**src/pbcd_pkg.sv**
```systemverilog
/*
 * Constants and register map of the port B change-detect GPIO block.
 * Assumes a single 100 MHz clock and a plain register port on the core side.
 */
// Summary of operation
// - Eight-pin bidirectional port; a set direction bit makes that pin an input.
// - A clear direction bit drives the output latch value onto the pin.
// - Clearing the active-low pull-up control bit 7 enables the weak pull-ups of all input pins.
// - A pin configured as output never has its pull-up enabled.
// - Reset leaves the pull-up control in its disabled state.
// - Change detection covers only the upper four pins, and only inputs.
// - Each port read latches the upper pins; live inputs compare against it.
// - The ORed mismatches set the change flag at bit 0 of interrupt control.
// - A pending change condition raises the wake request out of power-down.
// - Any port read or write refreshes the snapshot, ending the mismatch.
// - A lasting mismatch keeps setting the flag; read first, then clear.
// - Optionally, a change coinciding with a read's second phase is missed.
// - Pin 0 serves as external interrupt input, Schmitt type when enabled.
// - In programming mode pins 6 and 7 are clock and data, Schmitt type.
package pbcd_pkg;
    localparam int PBCD_WIDTH = 8;
    localparam logic [2:0] PBCD_ADDR_PORT = 3'h0;
    localparam logic [2:0] PBCD_ADDR_DIR = 3'h1;
    localparam logic [2:0] PBCD_ADDR_OPTION = 3'h2;
    localparam logic [2:0] PBCD_ADDR_IRQCTL = 3'h3;
    localparam logic [2:0] PBCD_ADDR_MODE = 3'h4;
    localparam int PBCD_PULLUP_BIT = 7;
    localparam int PBCD_FLAG_BIT = 0;
    localparam int PBCD_MODE_EXTIRQ_BIT = 0;
    localparam int PBCD_MODE_MISS_BIT = 1;
    localparam int PBCD_CHG_LO = 4;
    localparam logic [7:0] PBCD_DIR_RST = 8'hff;
    localparam logic [7:0] PBCD_OPTION_RST = 8'hff;
    localparam logic [7:0] PBCD_LATCH_RST = 8'h00;
endpackage

```
**src/pbcd_sync.sv**
```systemverilog
/*
 * Two-flip-flop synchroniser for a bus of pin inputs.
 * Assumes the inputs are asynchronous to sys_clk.
 */
`timescale 1ns/1ps
module pbcd_sync
    import pbcd_pkg::*;
(
    input wire logic sys_clk,
    input wire logic rst_b,
    input wire logic [PBCD_WIDTH-1:0] async_in,
    output logic [PBCD_WIDTH-1:0] sync_out
);
    typedef struct packed {
        logic [PBCD_WIDTH-1:0] meta;
        logic [PBCD_WIDTH-1:0] stable;
    } pbcd_sync_type;

    pbcd_sync_type state_r;
    pbcd_sync_type state_nxt;

    always_comb begin
        state_nxt.meta = async_in;
        state_nxt.stable = state_r.meta;
    end

    always_ff @(posedge sys_clk or negedge rst_b) begin
        if (!rst_b) begin
            state_r <= '0;
        end else begin
            state_r <= state_nxt;
        end
    end

    assign sync_out = state_r.stable;
endmodule

```
**src/pbcd_gpio.sv**
```systemverilog
/*
 * Eight-pin port with direction mask, global weak pull-up control and a
 * change detector on the upper four pins, reached over a plain register port.
 * Assumes pin inputs are asynchronous and pass the local synchroniser, and
 * that the pad ring implements the pull-up and buffer-type selects it is given.
 */
// Design decisions made here: the strobed register port and the address map.
`timescale 1ns/1ps
module pbcd_gpio
    import pbcd_pkg::*;
(
    input wire logic sys_clk,
    input wire logic rst_b,
    input wire logic [2:0] reg_addr,
    input wire logic [7:0] reg_wdata,
    input wire logic reg_wr,
    input wire logic reg_rd,
    output logic [7:0] reg_rdata,
    input wire logic [PBCD_WIDTH-1:0] second_port_pins_in,
    output logic [PBCD_WIDTH-1:0] second_port_pins_out,
    output logic [PBCD_WIDTH-1:0] second_port_pins_oe,
    output logic [PBCD_WIDTH-1:0] pullup_en,
    input wire logic prog_mode,
    output logic ext_irq_pin,
    output logic ext_irq_schmitt,
    output logic [1:0] prog_schmitt,
    output logic prog_clk,
    output logic prog_data,
    output logic change_flag,
    output logic wake_req
);
    typedef struct packed {
        logic [7:0] latch;
        logic [7:0] direction_mask;
        logic [7:0] option;
        logic change_flag;
        logic extirq_en;
        logic miss_en;
        logic [3:0] snapshot;
        logic [7:0] rdata;
        logic [7:0] pins_out;
        logic [7:0] pins_oe;
        logic [7:0] pullup_en;
        logic ext_irq;
        logic ext_irq_st;
        logic [1:0] prog_st;
        logic prog_clk;
        logic prog_data;
        logic wake;
    } pbcd_state_type;

    pbcd_state_type state_r;
    pbcd_state_type state_nxt;
    logic [PBCD_WIDTH-1:0] pins_sync;
    logic [3:0] mismatch;
    logic any_mismatch;
    logic port_access;

    pbcd_sync u_sync (
        .sys_clk(sys_clk),
        .rst_b(rst_b),
        .async_in(second_port_pins_in),
        .sync_out(pins_sync)
    );

    function automatic logic [7:0] pbcd_read_mux(
        input logic [2:0] addr,
        input pbcd_state_type s,
        input logic [7:0] pins
    );
        logic [7:0] v;
        v = 8'h00;
        unique case (addr)
            PBCD_ADDR_PORT: v = pins;
            PBCD_ADDR_DIR: v = s.direction_mask;
            PBCD_ADDR_OPTION: v = s.option;
            PBCD_ADDR_IRQCTL: v = {7'h00, s.change_flag};
            PBCD_ADDR_MODE: v = {6'h00, s.miss_en, s.extirq_en};
            default: v = 8'h00;
        endcase
        return v;
    endfunction

    always_comb begin
        state_nxt = state_r;
        port_access = (reg_rd || reg_wr) && (reg_addr == PBCD_ADDR_PORT);
        // Inputs only on the upper pins; outputs are masked out of the compare.
        mismatch = (pins_sync[7:PBCD_CHG_LO] ^ state_r.snapshot)
            & state_r.direction_mask[7:PBCD_CHG_LO];
        any_mismatch = |mismatch;

        if (reg_wr) begin
            unique case (reg_addr)
                PBCD_ADDR_PORT: state_nxt.latch = reg_wdata;
                PBCD_ADDR_DIR: state_nxt.direction_mask = reg_wdata;
                PBCD_ADDR_OPTION: state_nxt.option = reg_wdata;
                PBCD_ADDR_IRQCTL: state_nxt.change_flag = reg_wdata[PBCD_FLAG_BIT];
                PBCD_ADDR_MODE: begin
                    state_nxt.extirq_en = reg_wdata[PBCD_MODE_EXTIRQ_BIT];
                    state_nxt.miss_en = reg_wdata[PBCD_MODE_MISS_BIT];
                end
                default: begin
                end
            endcase
        end

        // Snapshot refresh ends the mismatch; polling would hide key presses.
        if (port_access) begin
            state_nxt.snapshot = pins_sync[7:PBCD_CHG_LO];
        end

        // Set wins over a software clear, so the flag cannot be cleared while
        // a mismatch remains. The optional miss mode drops sets during port reads.
        if (any_mismatch && !(state_r.miss_en && reg_rd && port_access)) begin
            state_nxt.change_flag = 1'b1;
        end

        if (reg_rd) begin
            state_nxt.rdata = pbcd_read_mux(reg_addr, state_r, pins_sync);
        end else begin
            state_nxt.rdata = 8'h00;
        end

        state_nxt.pins_oe = ~state_nxt.direction_mask;
        state_nxt.pins_out = state_nxt.latch;
        state_nxt.pullup_en = {PBCD_WIDTH{~state_nxt.option[PBCD_PULLUP_BIT]}}
            & state_nxt.direction_mask;
        state_nxt.ext_irq = pins_sync[0];
        state_nxt.ext_irq_st = state_nxt.extirq_en;
        state_nxt.prog_st = {2{prog_mode}};
        state_nxt.prog_clk = prog_mode & pins_sync[6];
        state_nxt.prog_data = prog_mode & pins_sync[7];
        state_nxt.wake = state_nxt.change_flag;
    end

    always_ff @(posedge sys_clk or negedge rst_b) begin
        if (!rst_b) begin
            state_r.latch <= PBCD_LATCH_RST;
            state_r.direction_mask <= PBCD_DIR_RST;
            state_r.option <= PBCD_OPTION_RST;
            state_r.change_flag <= 1'b0;
            state_r.extirq_en <= 1'b0;
            state_r.miss_en <= 1'b0;
            state_r.snapshot <= 4'h0;
            state_r.rdata <= 8'h00;
            state_r.pins_out <= PBCD_LATCH_RST;
            state_r.pins_oe <= 8'h00;
            state_r.pullup_en <= 8'h00;
            state_r.ext_irq <= 1'b0;
            state_r.ext_irq_st <= 1'b0;
            state_r.prog_st <= 2'h0;
            state_r.prog_clk <= 1'b0;
            state_r.prog_data <= 1'b0;
            state_r.wake <= 1'b0;
        end else begin
            state_r <= state_nxt;
        end
    end

    assign reg_rdata = state_r.rdata;
    assign second_port_pins_out = state_r.pins_out;
    assign second_port_pins_oe = state_r.pins_oe;
    assign pullup_en = state_r.pullup_en;
    assign ext_irq_pin = state_r.ext_irq;
    assign ext_irq_schmitt = state_r.ext_irq_st;
    assign prog_schmitt = state_r.prog_st;
    assign prog_clk = state_r.prog_clk;
    assign prog_data = state_r.prog_data;
    assign change_flag = state_r.change_flag;
    assign wake_req = state_r.wake;
endmodule

```
**config.mk**
```make
export PLATFORM = sky130hd
export DESIGN_NAME = pbcd_gpio
export DESIGN_NICKNAME = d
export VERILOG_FILES = /design/src/pbcd_pkg.sv /design/src/pbcd_sync.sv /design/src/pbcd_gpio.sv
export SDC_FILE = /design/constraint.sdc
export NUM_CORES = 1
export LEC_CHECK = 0
export ABC_AREA = 1
export BUFFER_PORTS_ARGS = -buffer_cell sky130_fd_sc_hd__buf_2
export CAP_MARGIN = 20
export CORE_ASPECT_RATIO = 1.75
export CORE_MARGIN = 5
export CORE_UTILIZATION = 40
export DETAILED_ROUTE_END_ITERATION = 8
export GPL_TIMING_DRIVEN = 0
export PLACE_DENSITY = 0.68
export SYNTH_ARGS = -nofsm -noshare
export SYNTH_HDL_FRONTEND = slang
export SYNTH_HIERARCHICAL = 1
export SYNTH_SLANG_ARGS = --single-unit
```
**constraint.sdc**
```tcl
create_clock -name sys_clk -period 1.6 [get_ports sys_clk]
set_clock_uncertainty 0.05 [all_clocks]
set_input_delay 0.16 -clock sys_clk [delete_from_list [all_inputs] [get_ports sys_clk]]
set_output_delay 0.16 -clock sys_clk [all_outputs]
set_load 0.02 [all_outputs]
```
After elaboration in Yosys (flattened, before gate mapping):

Cells that the tools add are included.

* reductions and logical operators: 14
* muxes and demuxes: 8
* bitwise operators: 7
* equality and inequality tests: 4

Operators with widths (number)
* $pmux W8 S5: 1
* $mux W8: 3
* $mux W19: 1
* $and A8 B8 Y8: 1
* $not A8 Y8: 1
* $reduce_and A2 Y1: 4
* $eq A3 B2 Y1 const B: 2
* $and A4 B4 Y4: 1
* $logic_and A1 B1 Y1: 4
* $reduce_bool A2 Y1: 2
* $reduce_or A4 Y1: 1
* $xor A4 B4 Y4: 1
* $eq A3 B1 Y1 const B: 1
* $eq A3 B3 Y1 const B: 1
* $logic_not A3 Y1: 1
* $and A1 B1 Y1: 2
* $mux W1: 2
* $mux W2: 1
* $logic_not A1 Y1: 1
* $logic_or A1 B1 Y1: 1
* $not A1 Y1: 1

* output and inout bits: 40
* bits in registers: 75
* input bits: 24

Depth between registers and ports, before layout:

* depth after elaboration: 7
* mapped depth: 8
* depth with buffers taken out: 8

Cells and area by module:

Netlist, hierarchy kept.

Modules (own cells, without submodules)
* pbcd_gpio: area an instance 2717.6 um^2, instances 1, sequential area each 1496.4 um^2, cells an instance 297
* pbcd_sync: area an instance 400.4 um^2, instances 1, sequential area each 400.4 um^2, cells an instance 16

Least setup slack after synthesis:

Ideal clock, no wire load.

* path kind: input to register
* start point: input port reg_addr[2]
* end point: register, netlist name pullup_en[5]
* setup time: 0.121 ns
* data required time: 1.429 ns
* buffers on the path: 2
* cell stages on the path: 6
* arrival time: 1.089 ns
* slack: 0.340 ns
* path through: buf_2 -> nor3_4 -> nand2_4 -> buf_6 -> o21ai_2 -> nor2_1

RTL lines
* start: declaration: RTL line pbcd_gpio.sv:14 `input wire logic [2:0] reg_addr,`

Final worst setup path:

* start point: input port reg_wr
* end point: register state_r (netlist bit second_port_pins_out[5])

* longest elaborated chain between the ends: 1

Ends and longest elaborated chain
* start: declaration: RTL line pbcd_gpio.sv:16 `input wire logic reg_wr,`
* $reduce_and A2 Y1 (no line)
* end signal: assignment: RTL line pbcd_gpio.sv:156 `state_r <= state_nxt;`
* end: declaration: RTL line pbcd_gpio.sv:52 `pbcd_state_type state_r;`

Every way passes these cells.
A chain may end at the register's enable or synchronous reset.

==> reports/qor.csv <==
stage,metric,value,unit
floorplan,num_io_pins,64,
final_layout,area_growth,27.0,%
place,gp_congestion,0.881,
timing,hold_viol,0,
place,placed_area,3530,um2
power_and_ir_drop,peakVddDrop,0.692,mV
timing,max_freq,794,MHz
global_route,grt_max_degree,76,
detailed_routing,wl,6.19,mm
final_layout,layout-drive-gt1-share,39.1,%
synth,synth_common_cells,"74 x nand2_1, 59 x dfrtp_1, 40 x inv_1",
global_route,grt_antenna_before_repair,0,
detailed_routing,drt_first_pass_iters,5,
floorplan,row_count,42,
cts,cts_htree_levels,3,
synth,synthFlopType,dfrtp_1,
final_layout,multiInputGateArea,761,um2
flow_run,max_cap_violations,0,
cts,cts_buffers,9,
critical_path,timing.critical_path.max_delay_family,buffers and inverters,
synth,syn-num-nets,337,
cts,ctsResizeCount,0,
timing,grt_setup_unrepaired,false,
synth,yosys_warnings,6,
floorplan,design.die.area,9730,um2
final_layout,regArea,1900,um2
final_layout,postLayoutCellArea,3960,um2
synth,yosysMostFrequentCell,nand2_1,
synth,synth_area_leaders,"dfrtp_1 47%, dfstp_2 13%, nand2_1 8.9%",
final_layout,antenna_cells,0,
critical_path,crit_path_max_incr_delay,0.42,ns
cts,cts_root_buf,clkbuf_16,
final_layout,fin_util,52.3,%
timing,fin_crit_sh,78.7,%
detailed_routing,num_vias,2177,
critical_path,cp.buffers_inverters,2,
detailed_routing,route.detailed.drc,0,
timing,slew_violations,0,
synth,synth-edff-count,0,
cts,clockBufferDepth,2,
critical_path,cp_slowest_cell,clkbuf_1,
power_and_ir_drop,power_density,1360,nW/um2
detailed_routing,first_iter_violations,119,
synth,syn_area,3120,um2
timing,max_slew_margin,39.3,%
critical_path,cp_cell_sequence,clkbuf_1 -> nand2_1 -> clkbuf_1 -> nand2_1 -> o21ai_0,
synth,ys_seq_area_share,60.8,%
power_and_ir_drop,p_leak,2.14,nW
global_route,grtUsageTotal,13.7,%
cts,cts_tree,done,
critical_path,critPathKind,in -> reg,
synth,avgSynthCellArea,9.96,um2
critical_path,cp_data_required_time,1.74,ns
final_layout,layout.nets,421,
detailed_routing,via_per_inst,4.44,
synth,ys_types,20,
critical_path,worst_setup_path_end_kind,flip-flop,
detailed_routing,antenna_left,0,
synth,yosys.area.top_type,dfrtp_1,
floorplan,coreArea,7570,um2
timing,fin_crit,1.26,ns
critical_path,path_max_fanout,10,
synth,ys_ff_latch,75,
global_route,first_global_vias,2257,
critical_path,reg2reg_setup_slack,0.54,ns
place,pre_cts_slack,0.0287,ns
cts,clk_latency,0.33,ns
timing,worst_slack,0.340,ns
floorplan,start_util,41.2,%
synth,synth_top_cell_area_share,47.4,%
synth,syn_inst,313,
global_route,grt_pass1_wl,10.5,mm
place,hpwl,4.32,mm
cts,clock-sinks,75,
timing,finalSetupViolations,0,
critical_path,cp.arrival,1.40,ns
critical_path,worst_setup_path_start_kind,input port,
global_route,overflow,0,
floorplan,dieHeight,127,um
floorplan,die_x,76.7,um
synth,ys_async_sr_fraction,100,%
hold_path,holdCritPathClass,in -> reg,
outcome,status,completed,
timing,tightestPinTransition,0.910,ns
place,port_buffers,60,
detailed_routing,wire_per_inst,12.6,um
cts,path_clk_slew,0.05,ns
final_layout,nFillCells,703,
[sequential cells by signal, indices dropped and copies added, names as in the netlist]
register              cells
second_port_pins_out      8
state_r                  21
wake_req                  1
prog_schmitt              1
ext_irq_pin               1
second_port_pins_oe       8
reg_rdata                 8
ext_irq_schmitt           1
u_sync/sync_out           8
u_sync/state_nxt          8
prog_clk                  1
prog_data                 1
pullup_en                 8
[repair_timing]
item	4_1_cts	5_1_grt
hold endpoints to repair	73	0
setup endpoints to repair	0	0
hold buffers	13	0
buffers inserted	0	0
[cells by family after synthesis]
| family | after synthesis | synth area share (%) |
|---|---|---|
| AND/OR/NAND/NOR | 124 | 17.9 |
| buffers and inverters | 84 | 14.8 |
| AO/OA/AOI/OAI | 30 | 6.50 |
| flip-flops | 75 | 60.8 |
[stage by stage]
| step | total power [mW] | hold slack [ns] | std cells | TNS [ns] |
|---|---|---|---|---|
| final | 5.39 | 0.0106 | 490 | 0 |
| after floorplan | 3.09 | -0.186 | 313 | 0 |
| after detailed placement | 3.41 | 0.219 | 461 | 0 |
| after CTS | 5.46 | 0.000972 | 490 | 0 |
| after global routing | 5.66 | 0.0188 | 490 | 0 |
| after global placement | 3.39 | 0.218 | 461 | -3.35 |
[final cells by class]
type,count,area share (%)
flip-flops and latches,75,47.9
multi-input cells,154,19.2
repair buffers,73,10.9
plain buffers,42,7.65
clock buffers,14,6.67
inverters,42,3.98
well taps,88,2.78
clock inverters,2,0.885
[path summary, 6_finish.rpt]
| path | startpoint | end | cells past startpoint |
|---|---|---|---|
| max in group asynchronous | rst_b | second_port_pins_oe[2] | 2 |
| hold / removal | reg_wdata[4] | second_port_pins_oe[4] | 2 |
| min in group asynchronous | rst_b | u_sync/state_nxt[6] | 2 |
| setup / recovery | reg_wr | second_port_pins_out[5] | 5 |
| setup reg to reg | u_sync/sync_out[4] | wake_req | 8 |
| hold reg to reg | u_sync/state_nxt[2] | u_sync/sync_out[2] | 0 |
[metal layers]
metal	up-vias	global-route usage, %	part of all wire [%]
li1	1092	-	-
met1	1013	15.9	41
met2	64	22.4	52
met3	8	3.55	4.9
met4	0	8.14	2.2
met5	-	0	0
[power breakdown]
part	total [mW]	leakage (nW)	switching, mW	internal, mW
combinational	1.05	1.10	0.592	0.456
sequential	2.35	0.891	0.129	2.22
clock	1.99	0.147	0.699	1.29
[layout by cell type, fill, tap and decap left out, drive strengths merged]
cell and instances:
o21ai 30, clkinv 1, clkbuf 17, nor2 20, dlygate4sd3 13, nor3 3
buf 99, dfrtp 59, nand3 20, nand3b 1, dfstp 16, inv 42
nand2 80, bufinv 1
Note: power is estimated with default switching activity, not from simulation.
